===== config.mk =====
export PLATFORM = sky130hd
export DESIGN_NAME = dtw_wave_core
export DESIGN_NICKNAME = d
export VERILOG_FILES = /design/src/pkg/dtw_pkg.sv /design/src/rtl/dtw_evt_in.sv /design/src/rtl/dtw_wave_core.sv
export SDC_FILE = /design/constraint.sdc
export NUM_CORES = 1
export LEC_CHECK = 0
export ABC_AREA = 1
export ABC_CLOCK_PERIOD_IN_PS = 4000
export BUFFER_PORTS_ARGS = -buffer_cell sky130_fd_sc_hd__buf_2
export CAP_MARGIN = 25
export CORE_MARGIN = 3
export CORE_UTILIZATION = 25
export DETAILED_ROUTE_END_ITERATION = 6
export HOLD_SLACK_MARGIN = 0.12
export SLEW_MARGIN = 5
export SYNTH_ARGS = -nofsm -noshare
export SYNTH_HDL_FRONTEND = slang
export SYNTH_SLANG_ARGS = --single-unit

===== constraint.sdc =====
create_clock -name clk -period 4 [get_ports clk]
set_clock_uncertainty 0.15 [all_clocks]
set_input_delay 0.8 -clock clk [delete_from_list [all_inputs] [get_ports clk]]
set_output_delay 0.8 -clock clk [all_outputs]
set_load 0.005 [all_outputs]

===== src/pkg/dtw_pkg.sv =====
package dtw_pkg;

  // Counter and compare width
  localparam int CNT_W = 12;
  localparam logic [CNT_W-1:0] CNT_ZERO = 12'h000;
  localparam logic [CNT_W-1:0] CNT_ONE = 12'h001;

  // Wave generation modes, Gray ordered
  typedef enum logic [1:0] {
    DTW_ONE_RAMP  = 2'h0,
    DTW_TWO_RAMP  = 2'h1,
    DTW_FOUR_RAMP = 2'h3,
    DTW_DUAL      = 2'h2
  } dtw_mode_t;

  // Cycle phases: dead A, on A, dead B, on B
  typedef enum logic [1:0] {
    DTW_PH_DTA = 2'h0,
    DTW_PH_OTA = 2'h1,
    DTW_PH_DTB = 2'h3,
    DTW_PH_OTB = 2'h2
  } dtw_phase_t;

  // Double-buffered byte registers, index into the buffer array
  localparam int BUF_N = 12;
  localparam logic [3:0] BI_ASET_L = 4'h0;
  localparam logic [3:0] BI_ASET_H = 4'h1;
  localparam logic [3:0] BI_ACLR_L = 4'h2;
  localparam logic [3:0] BI_ACLR_H = 4'h3;
  localparam logic [3:0] BI_BSET_L = 4'h4;
  localparam logic [3:0] BI_BSET_H = 4'h5;
  localparam logic [3:0] BI_BCLR_L = 4'h6;
  localparam logic [3:0] BI_BCLR_H = 4'h7;
  localparam logic [3:0] BI_DLY_CTRL = 4'h8;
  localparam logic [3:0] BI_DLY_VAL = 4'h9;
  localparam logic [3:0] BI_DITHER = 4'ha;
  localparam logic [3:0] BI_DEBUG = 4'hb;
  localparam logic [7:0] BUF_RST = 8'h00;

  // Delay control fields
  localparam int DLY_SEL_LSB = 0;
  localparam int DLY_TRIG_LSB = 2;
  localparam int DLY_PRESC_LSB = 4;
  localparam logic [1:0] DLY_SEL_BLANK = 2'h1;
  localparam logic [1:0] DLY_SEL_EVENT = 2'h2;

  // Delay trigger sources
  localparam logic [1:0] DLY_TRIG_A_ON = 2'h0;
  localparam logic [1:0] DLY_TRIG_A_OFF = 2'h1;
  localparam logic [1:0] DLY_TRIG_B_ON = 2'h2;
  localparam logic [1:0] DLY_TRIG_B_OFF = 2'h3;

  // Digital filter length in clock cycles
  localparam logic [2:0] FILT_LEN = 3'h4;

endpackage


===== src/rtl/dtw_evt_in.sv =====
module dtw_evt_in
  import dtw_pkg::*;
(
  // Clock and reset
  input wire logic clk,
  input wire logic reset_n,
  // Event
  input wire logic evt_in,
  input wire logic filter_en,
  output logic evt_out
);

  logic sync1_q;
  logic sync2_q;
  logic filt_q;
  logic filt_d;
  logic [2:0] fcnt_q;
  logic [2:0] fcnt_d;

  always_comb begin
    filt_d = filt_q;
    fcnt_d = 3'h0;
    if (sync2_q != filt_q) begin
      if (fcnt_q == FILT_LEN - 3'h1) begin
        filt_d = sync2_q;
      end else begin
        fcnt_d = fcnt_q + 3'h1;
      end
    end
  end

  always_ff @(posedge clk or negedge reset_n) begin
    if (!reset_n) begin
      sync1_q <= 1'b0;
      sync2_q <= 1'b0;
      filt_q <= 1'b0;
      fcnt_q <= 3'h0;
    end else begin
      sync1_q <= evt_in;
      sync2_q <= sync1_q;
      filt_q <= filt_d;
      fcnt_q <= fcnt_d;
    end
  end

  assign evt_out = filter_en ? filt_q : sync2_q;
endmodule


===== src/rtl/dtw_wave_core.sv =====
// Function
// - Static configuration writes are ignored while run is set.
// - Mode and event control bits form the static configuration.
// - Clearing status and capture values needs no synchronisation wait.
// - One-ramp counts from zero to b_fall, then restarts at zero.
// - One-ramp: values above b_fall never match; a_fall below a_rise ignored.
// - Two-ramp counts to a_fall, resets, counts to b_fall, restarts.
// - Two-ramp never lets outputs A and B be active together.
// - Four-ramp runs four up-counts per cycle, outputs never overlap.
// - Dual-slope counts down from b_fall to zero, then back up.
// - Dual-slope A rises on up-count match, falls on down-count match.
// - Dual-slope B rises on down-count match, falls on up-count match.
// - Dual-slope ignores a_fall_value entirely.
// - Dual-slope starts at b_fall counting down; A idle for first cycle.
// - Events act only with trigger enable; capture also needs action bit.
// - Blanking applies to input A only; B otherwise identical.
// - Synchronised events reach outputs in 2-3 cycles; detect_a overrides at once.
// - Blanking is on when delay select is 1; trigger field picks start.
// - Prescaled delay counter counts to delay value, masking input A meanwhile when blanking is selected.
// - Blanking and delayed output event share one delay counter.
// - With filter set, input changes shorter than 4 cycles are rejected.
// - Detect_a detect overrides the output for the whole event, however short.
// - Buffers move on sync command or enable; written only when ready.
// - A two- or four-ramp cycle runs dead A, on A, dead B, on B without overlap.
module dtw_wave_core
  import dtw_pkg::*;
(
  // Clock and reset
  input wire logic clk,
  input wire logic reset_n,
  // Enable and commands
  input wire logic enable_wr,
  input wire logic enable_data,
  input wire logic sync_cmd,
  input wire logic clear_status,
  // Static configuration
  input wire logic static_wr,
  input wire logic [1:0] wave_mode_cfg,
  input wire logic [1:0] trigger_input_enable_cfg,
  input wire logic [1:0] capture_action_cfg,
  input wire logic [1:0] filter_cfg,
  input wire logic [1:0] detect_a_cfg,
  // Double-buffered byte writes
  input wire logic buf_wr,
  input wire logic [3:0] buf_sel,
  input wire logic [7:0] buf_data,
  // Event inputs
  input wire logic [1:0] event_in,
  // Outputs
  output logic pwm_out_a,
  output logic pwm_out_b,
  output logic run,
  output logic command_ready,
  output logic delay_event,
  output logic [CNT_W-1:0] capture_a,
  output logic [CNT_W-1:0] capture_b,
  output logic [7:0] dither_value,
  output logic [7:0] debug_control
);

  function automatic logic [CNT_W-1:0] cmp12(input logic [7:0] lo, input logic [7:0] hi);
    return {hi[3:0], lo};
  endfunction

  // Configuration and enable state
  logic run_q, run_d, init_q, init_d, sync_q, sync_d;
  dtw_mode_t mode_q, mode_d;
  logic [1:0] trig_en_q, trig_en_d, action_q, action_d;
  logic [1:0] filter_q, filter_d, detect_q, detect_d;
  logic [7:0] buf_q [BUF_N];
  logic [7:0] buf_d [BUF_N];
  logic [7:0] act_q [BUF_N];
  logic [7:0] act_d [BUF_N];

  assign command_ready = ~sync_q;

  always_comb begin
    run_d = run_q;
    init_d = 1'b0;
    sync_d = sync_cmd & run_q & ~sync_q;
    mode_d = mode_q;
    trig_en_d = trig_en_q;
    action_d = action_q;
    filter_d = filter_q;
    detect_d = detect_q;
    buf_d = buf_q;
    act_d = act_q;
    if (enable_wr) begin
      run_d = enable_data;
      init_d = enable_data & ~run_q;
    end
    // static bits only change while stopped
    // static set is mode and event control
    if (static_wr && !run_q) begin
      mode_d = dtw_mode_t'(wave_mode_cfg);
      trig_en_d = trigger_input_enable_cfg;
      action_d = capture_action_cfg;
      filter_d = filter_cfg;
      detect_d = detect_a_cfg;
    end
    if (buf_wr && command_ready && buf_sel < 4'(BUF_N)) begin
      buf_d[buf_sel] = buf_data;
    end
    if (sync_q || init_d) begin
      act_d = buf_q;
    end
  end

  always_ff @(posedge clk or negedge reset_n) begin
    if (!reset_n) begin
      run_q <= 1'b0;
      init_q <= 1'b0;
      sync_q <= 1'b0;
      mode_q <= DTW_ONE_RAMP;
      trig_en_q <= 2'h0;
      action_q <= 2'h0;
      filter_q <= 2'h0;
      detect_q <= 2'h0;
      for (int i = 0; i < BUF_N; i++) begin
        buf_q[i] <= BUF_RST;
        act_q[i] <= BUF_RST;
      end
    end else begin
      run_q <= run_d;
      init_q <= init_d;
      sync_q <= sync_d;
      mode_q <= mode_d;
      trig_en_q <= trig_en_d;
      action_q <= action_d;
      filter_q <= filter_d;
      detect_q <= detect_d;
      buf_q <= buf_d;
      act_q <= act_d;
    end
  end

  assign run = run_q;
  assign dither_value = act_q[BI_DITHER];
  assign debug_control = act_q[BI_DEBUG];

  logic [CNT_W-1:0] aset, aclr, bset, bclr;
  assign aset = cmp12(act_q[BI_ASET_L], act_q[BI_ASET_H]);
  assign aclr = cmp12(act_q[BI_ACLR_L], act_q[BI_ACLR_H]);
  assign bset = cmp12(act_q[BI_BSET_L], act_q[BI_BSET_H]);
  assign bclr = cmp12(act_q[BI_BCLR_L], act_q[BI_BCLR_H]);

  // Wave generation state
  logic [CNT_W-1:0] cnt_q, cnt_d, tgt;
  dtw_phase_t ph_q, ph_d;
  logic down_q, down_d, first_q, first_d, a_q, a_d, b_q, b_d;

  always_comb begin
    cnt_d = cnt_q;
    ph_d = ph_q;
    down_d = down_q;
    first_d = first_q;
    a_d = a_q;
    b_d = b_q;
    tgt = bclr;
    if (!run_q) begin
      cnt_d = CNT_ZERO;
      ph_d = DTW_PH_DTA;
      down_d = 1'b0;
      first_d = 1'b1;
      a_d = 1'b0;
      b_d = 1'b0;
    end else if (init_q) begin
      // dual slope starts at b_fall counting down
      cnt_d = (mode_q == DTW_DUAL) ? bclr : CNT_ZERO;
      down_d = (mode_q == DTW_DUAL);
    end else begin
      unique case (mode_q)
        DTW_ONE_RAMP: begin
          // a_fall below a_rise has no effect
          if (cnt_q == aset) a_d = 1'b1;
          if (cnt_q == aclr && aclr > aset) a_d = 1'b0;
          if (cnt_q == bset) b_d = 1'b1;
          // wrap at b_fall, larger compares never reached
          if (cnt_q == bclr) begin
            cnt_d = CNT_ZERO;
            a_d = 1'b0;
            b_d = 1'b0;
          end else begin
            cnt_d = cnt_q + CNT_ONE;
          end
        end
        DTW_TWO_RAMP: begin
          // first ramp ends at a_fall, second at b_fall
          // each output lives in its own ramp only
          cnt_d = cnt_q + CNT_ONE;
          if (ph_q == DTW_PH_DTA || ph_q == DTW_PH_OTA) begin
            if (cnt_q == aset) begin
              a_d = 1'b1;
              ph_d = DTW_PH_OTA;
            end
            if (cnt_q == aclr) begin
              cnt_d = CNT_ZERO;
              a_d = 1'b0;
              ph_d = DTW_PH_DTB;
            end
          end else begin
            if (cnt_q == bset) begin
              b_d = 1'b1;
              ph_d = DTW_PH_OTB;
            end
            if (cnt_q == bclr) begin
              cnt_d = CNT_ZERO;
              b_d = 1'b0;
              ph_d = DTW_PH_DTA;
            end
          end
        end
        DTW_FOUR_RAMP: begin
          unique case (ph_q)
            DTW_PH_DTA: tgt = aset;
            DTW_PH_OTA: tgt = aclr;
            DTW_PH_DTB: tgt = bset;
            DTW_PH_OTB: tgt = bclr;
          endcase
          if (cnt_q == tgt) begin
            cnt_d = CNT_ZERO;
            unique case (ph_q)
              DTW_PH_DTA: ph_d = DTW_PH_OTA;
              DTW_PH_OTA: ph_d = DTW_PH_DTB;
              DTW_PH_DTB: ph_d = DTW_PH_OTB;
              DTW_PH_OTB: ph_d = DTW_PH_DTA;
            endcase
            a_d = (ph_d == DTW_PH_OTA);
            b_d = (ph_d == DTW_PH_OTB);
          end else begin
            cnt_d = cnt_q + CNT_ONE;
          end
        end
        DTW_DUAL: begin
          if (down_q) begin
            if (cnt_q == aset) a_d = 1'b0;
            if (cnt_q == bset) b_d = 1'b1;
            if (cnt_q == CNT_ZERO) begin
              down_d = 1'b0;
              cnt_d = CNT_ONE;
            end else begin
              cnt_d = cnt_q - CNT_ONE;
            end
          end else begin
            // no A during the first cycle
            if (cnt_q == aset && !first_q) a_d = 1'b1;
            if (cnt_q == bset) b_d = 1'b0;
            if (cnt_q == bclr) begin
              down_d = 1'b1;
              first_d = 1'b0;
              cnt_d = cnt_q - CNT_ONE;
            end else begin
              cnt_d = cnt_q + CNT_ONE;
            end
          end
        end
      endcase
    end
  end

  always_ff @(posedge clk or negedge reset_n) begin
    if (!reset_n) begin
      cnt_q <= CNT_ZERO;
      ph_q <= DTW_PH_DTA;
      down_q <= 1'b0;
      first_q <= 1'b1;
      a_q <= 1'b0;
      b_q <= 1'b0;
    end else begin
      cnt_q <= cnt_d;
      ph_q <= ph_d;
      down_q <= down_d;
      first_q <= first_d;
      a_q <= a_d;
      b_q <= b_d;
    end
  end

  // Shared delay counter for blanking and delayed output event
  logic [7:0] dctl;
  logic [1:0] dsel, dtrig;
  logic [2:0] div_m1, psc_q, psc_d;
  logic [7:0] dcnt_q, dcnt_d;
  logic drun_q, drun_d, devt_q, devt_d, dstart, blank_a;

  assign dctl = act_q[BI_DLY_CTRL];
  assign dsel = dctl[DLY_SEL_LSB +: 2];
  assign dtrig = dctl[DLY_TRIG_LSB +: 2];
  assign div_m1 = 3'((4'h1 << dctl[DLY_PRESC_LSB +: 2]) - 4'h1);

  always_comb begin
    unique case (dtrig)
      DLY_TRIG_A_ON: dstart = a_d & ~a_q;
      DLY_TRIG_A_OFF: dstart = a_q & ~a_d;
      DLY_TRIG_B_ON: dstart = b_d & ~b_q;
      DLY_TRIG_B_OFF: dstart = b_q & ~b_d;
    endcase
    drun_d = drun_q;
    dcnt_d = dcnt_q;
    psc_d = psc_q;
    devt_d = 1'b0;
    // one counter, mode picked by delay select
    // trigger field picks the start point
    if (dstart && (dsel == DLY_SEL_BLANK || dsel == DLY_SEL_EVENT)) begin
      drun_d = 1'b1;
      dcnt_d = 8'h00;
      psc_d = 3'h0;
    end else if (drun_q) begin
      // prescaled count up to delay value
      if (dcnt_q == act_q[BI_DLY_VAL]) begin
        drun_d = 1'b0;
        devt_d = (dsel == DLY_SEL_EVENT);
      end else if (psc_q == div_m1) begin
        psc_d = 3'h0;
        dcnt_d = dcnt_q + 8'h01;
      end else begin
        psc_d = psc_q + 3'h1;
      end
    end
  end

  always_ff @(posedge clk or negedge reset_n) begin
    if (!reset_n) begin
      drun_q <= 1'b0;
      dcnt_q <= 8'h00;
      psc_q <= 3'h0;
      devt_q <= 1'b0;
    end else begin
      drun_q <= drun_d & run_q;
      dcnt_q <= dcnt_d;
      psc_q <= psc_d;
      devt_q <= devt_d;
    end
  end

  assign delay_event = devt_q;
  assign blank_a = drun_q & (dsel == DLY_SEL_BLANK);

  // Event inputs
  logic [1:0] evt, evt_prev_q, fault_q, fault_d, cap_hit;
  logic [CNT_W-1:0] cap_a_q, cap_a_d, cap_b_q, cap_b_d;

  for (genvar g = 0; g < 2; g++) begin : g_evt
    dtw_evt_in u_evt (
      .clk(clk),
      .reset_n(reset_n),
      .evt_in(event_in[g]),
      .filter_en(filter_q[g]),
      .evt_out(evt[g])
    );
  end

  always_comb begin
    // trigger enable gates fault, action gates capture
    fault_d = evt & trig_en_q & {1'b1, ~blank_a};
    cap_hit = fault_d & ~evt_prev_q & action_q;
    cap_a_d = cap_hit[0] ? cnt_q : cap_a_q;
    cap_b_d = cap_hit[1] ? cnt_q : cap_b_q;
    if (clear_status) begin
      cap_a_d = CNT_ZERO;
      cap_b_d = CNT_ZERO;
    end
  end

  always_ff @(posedge clk or negedge reset_n) begin
    if (!reset_n) begin
      fault_q <= 2'h0;
      evt_prev_q <= 2'h0;
      cap_a_q <= CNT_ZERO;
      cap_b_q <= CNT_ZERO;
    end else begin
      fault_q <= fault_d;
      evt_prev_q <= fault_d;
      cap_a_q <= cap_a_d;
      cap_b_q <= cap_b_d;
    end
  end

  assign capture_a = cap_a_q;
  assign capture_b = cap_b_q;

  // raw event bypasses the synchroniser so short pulses still block
  logic [1:0] detect_a_hit;
  assign detect_a_hit = event_in & detect_q & trig_en_q;
  assign pwm_out_a = a_q & ~fault_q[0] & ~detect_a_hit[0];
  assign pwm_out_b = b_q & ~fault_q[1] & ~detect_a_hit[1];
endmodule


==> qor.csv <==
stage,metric,value,unit
run_status,status,finished clean,
power_and_ir_drop,Pwr Total,8.70,mW
place,HPWL Detailed,26300,µm
worst_setup_path,crit end category,flip-flop,
power_and_ir_drop,part of the power in combinational logic,29.4,%
synth,ys async rst share,100,%
place,RD Place Congestion,0.931,
synth,cells after synthesis,1490,
synth,yosys warns,0,
drt,wl on met1,17200,µm
clock_network,Clock Tree Buf Depth,3,
drt,DR WL/cell,16.5,µm
final_layout,share of cells above drive strength 1,14.2,%
sta,min Tclk post-route,3.44,ns
sta,Final Hold Vio Count,0,
drt,DRC Markers,0,
die,number of cell rows,80,
drt,top layer in use,met4,
sta,Slew Limit Fails,0,
sta,fin crit share,86.0,%
drt,Via density,4.65,
synth,top_reg_cell synth,dfrtp_1,
clock_network,total clock sinks,238,
worst_setup_path,CP arrival,3.80,ns
synth,synth unique cells,49,
global_routing,global-route wire length before repair,57700,µm
power_and_ir_drop,maximum vdd drop,0.000343,V
final_layout,Inserted Diodes,0,
power_and_ir_drop,power share of the clock group,31.5,%
worst_setup_path,CP required,4.36,ns
die,# IOs,77,
global_routing,grt total ovfl,0,
sta,final setup violation count,0,
final_layout,Area Overhead vs Synth,15.3,%
die,Starting Density,25.6,%
drt,met3 WL,2130,µm
clock_network,clock latency on the worst-skew pair,0.58,ns
worst_setup_path,Critical R2R Capture,dcnt_q[0],
die,Die W,229,µm
job,Max Cap Viol,0,
clock_network,CTS root buf,clkbuf_16,
drt,drt first pass iters,5,
sta,max_slew headroom,49.5,%
power_and_ir_drop,leak pwr,7.04,nW
sta,Setup TNS,0,ns
global_routing,vias in the first global route,9993,
clock_network,H-tree depth,1,
global_routing,gr usage total,13.7,%
worst_setup_path,cells on worst reg2reg path,20,
worst_setup_path,R2R Path Start,ph_q[0],
synth,mean post-synth cell area,8.31,µm²
die,Die Area,52200,µm²
global_routing,initial antenna violation count,0,
worst_setup_path,crit start category,flip-flop,
worst_setup_path,Worst R2R Setup Slack,0.56,ns
sta,hold slack,0.0974,ns
clock_network,clock-pin slew on the worst setup and hold paths,0.06,ns
final_layout,Fill cells,5187,
drt,WL final,36400,µm
global_routing,pin count of the biggest net entering global routing,117,
power_and_ir_drop,Switching Power,3.20,mW
clock_network,hold_buf cts,0,
drt,initial DRC count,811,
die,die height,229,µm
sta,RSZ-0062 raised after global routing,false,
clock_network,post-CTS sizing,0,
worst_setup_path,Worst Setup EP,dcnt_q[0],
place,Buffers on Ports,76,
synth,register bit total from synthesis,238,
worst_setup_path,CP startpoint,ph_q[0],
clock_network,CTS tree,built,
power_and_ir_drop,sequential share of power,39.2,%
clock_network,CTS buffer count,28,
drt,Vias,10300,
drt,antenna-violating nets left,0,
synth,Post-Synthesis Cell Area,12400,µm²
synth,syn_nets,1543,
synth,Post-synth EDFFs,0,
sta,Fmax,291,MHz
power_and_ir_drop,switching share of power,36.8,%
drt,met2 wire len,16200,µm
worst_setup_path,critical path class,flip-flop to flip-flop,
final_layout,nets@finish,1585,
synth,sequential area share after synthesis,48.1,%
die,core region area,48300,µm²
sta,slew of the pin with the lowest slew margin,0.757,ns
power_and_ir_drop,Power Internal,5.50,mW
power_and_ir_drop,cell area power density,610,nW/µm²
worst_setup_path,crit path max fanout,23,
worst_hold_path,Hold Crit Class,input pin to async pin,
clock_network,post-CTS setup buffers,0,
-- cells in the final DEF (no fill, tap or decap), types with 36 or more instances in the layout --
cell and n:
nand4_1 36, inv_1 113, mux2_2 46, buf_2 75, dfrtp_1 237, xor2_1 45, nand2_1 451, nor2_1 87
o21ai_0 152, nand3_1 86
-- worst max-delay path, stage by stage, from the launching register on --
cell	delay, ns
dfrtp_1	0.80
inv_4	0.26
nor2_8	0.27
nand2_1	0.12
nand3_1	0.13
nand3_1	0.08
nand2_1	0.06
nand3_1	0.12
nor2_1	0.13
nand3_1	0.15
nand2_1	0.09
nand3_1	0.10
nand2_1	0.10
nand2_1	0.06
nand3_1	0.07
nand2_1	0.05
nand2_1	0.07
nand2_2	0.07
nand2_4	0.22
o211ai_1	0.13
nand2_1	0.09
-- sequential cells by signal (all words and copies together), names as in the netlist, 3 cells and up --
name / count
capture_b: 12
g_evt.u_evt.fcnt_q: 6
act_q: 44
psc_q: 3
aclr: 12
dcnt_q: 8
dither_value: 8
buf_q: 78
dctl: 6
debug_control: 8
capture_a: 12
cnt_q: 12
-- Yosys cell counts (6+ instances only) --
library cell,instances,share of area [%]
nor2_1,87,2.6
nor3_1,11,0.44
mux2_2,46,4.2
inv_2,6,0.18
xnor2_1,12,0.85
ha_1,21,2.1
nand4_1,36,1.8
nand2_1,451,14
a21oi_1,34,1.4
buf_6,7,0.64
buf_4,22,1.3
xor2_1,45,3.2
nand3_1,86,3.5
buf_2,12,0.49
o21ai_1,11,0.44
clkbuf_1,36,1.1
o21ai_0,152,6.1
dfrtp_1,237,48
inv_1,113,3.4
-- how the worst min path moves through the flow --
stage	start	end	slack [ns]
floorplan	g_evt[0].u_evt.sync1_q	g_evt[0].u_evt.sync2_q	0.18
global placement	g_evt[0].u_evt.sync1_q	g_evt[0].u_evt.sync2_q	0.18
detailed placement	g_evt[0].u_evt.sync1_q	g_evt[0].u_evt.sync2_q	0.19
CTS	reset_n	buf_q[48]	0.14
global route	reset_n	buf_q[16]	0.15
finish	reset_n	buf_q[16]	0.1
-- metrics by stage --
stage / instances / util, % / instance area [µm²] / worst slack (ns)
floorplan: 1490 / - / 12400 / 1.64
finish: 2208 / 29.5 / 14300 / 0.561
global route: 2208 / 29.5 / 14300 / 0.244
detailed placement: 2158 / 27.4 / 13300 / 0.618
global placement: 2158 / 27.4 / 13300 / 0.646
CTS: 2208 / 29.5 / 14300 / 0.616
-- cell type report --
cell class / count / area (µm²) / share of cell area, %
clock inverter: 16 / 236 / 1.66
timing repair buffer: 92 / 536 / 3.75
sequential: 238 / 5960 / 41.7
multi-input combinational: 1048 / 5490 / 38.4
clock buffer: 34 / 773 / 5.42
inverter: 124 / 468 / 3.28
tap: 656 / 821 / 5.75
-- cells by family after synthesis --
| family | after synthesis | share of synthesized area [%] |
|---|---|---|
| simple gates | 693 | 23.5 |
| mux | 46 | 4.18 |
| flops | 238 | 48.1 |
| fa+ha+maj | 21 | 2.12 |
| buf+inv | 204 | 7.68 |
| compound gates | 231 | 10.4 |
| xor+xnor | 57 | 4.03 |
-- power by group through the flow --
stage | clock network (mW) | logic, mW | registers, mW
2_1_floorplan | 0 | 1.97 | 3.24
3_3_place_gp | 0 | 2.52 | 3.42
3_5_place_dp | 0 | 2.54 | 3.44
4_1_cts | 2.82 | 2.55 | 3.40
5_1_grt | 2.91 | 2.88 | 3.48
6_report | 2.74 | 2.55 | 3.41
-- layer usage --
| metal | global-route usage [%] | up-vias |
|---|---|---|
| met4 | 3.30 | 0 |
| met3 | 2.65 | 57 |
| met2 | 21.4 | 309 |
| met1 | 19.7 | 4961 |
| li1 | - | 4944 |
| met5 | 0 | - |
No activity file was read; power rests on OpenSTA's default activity.
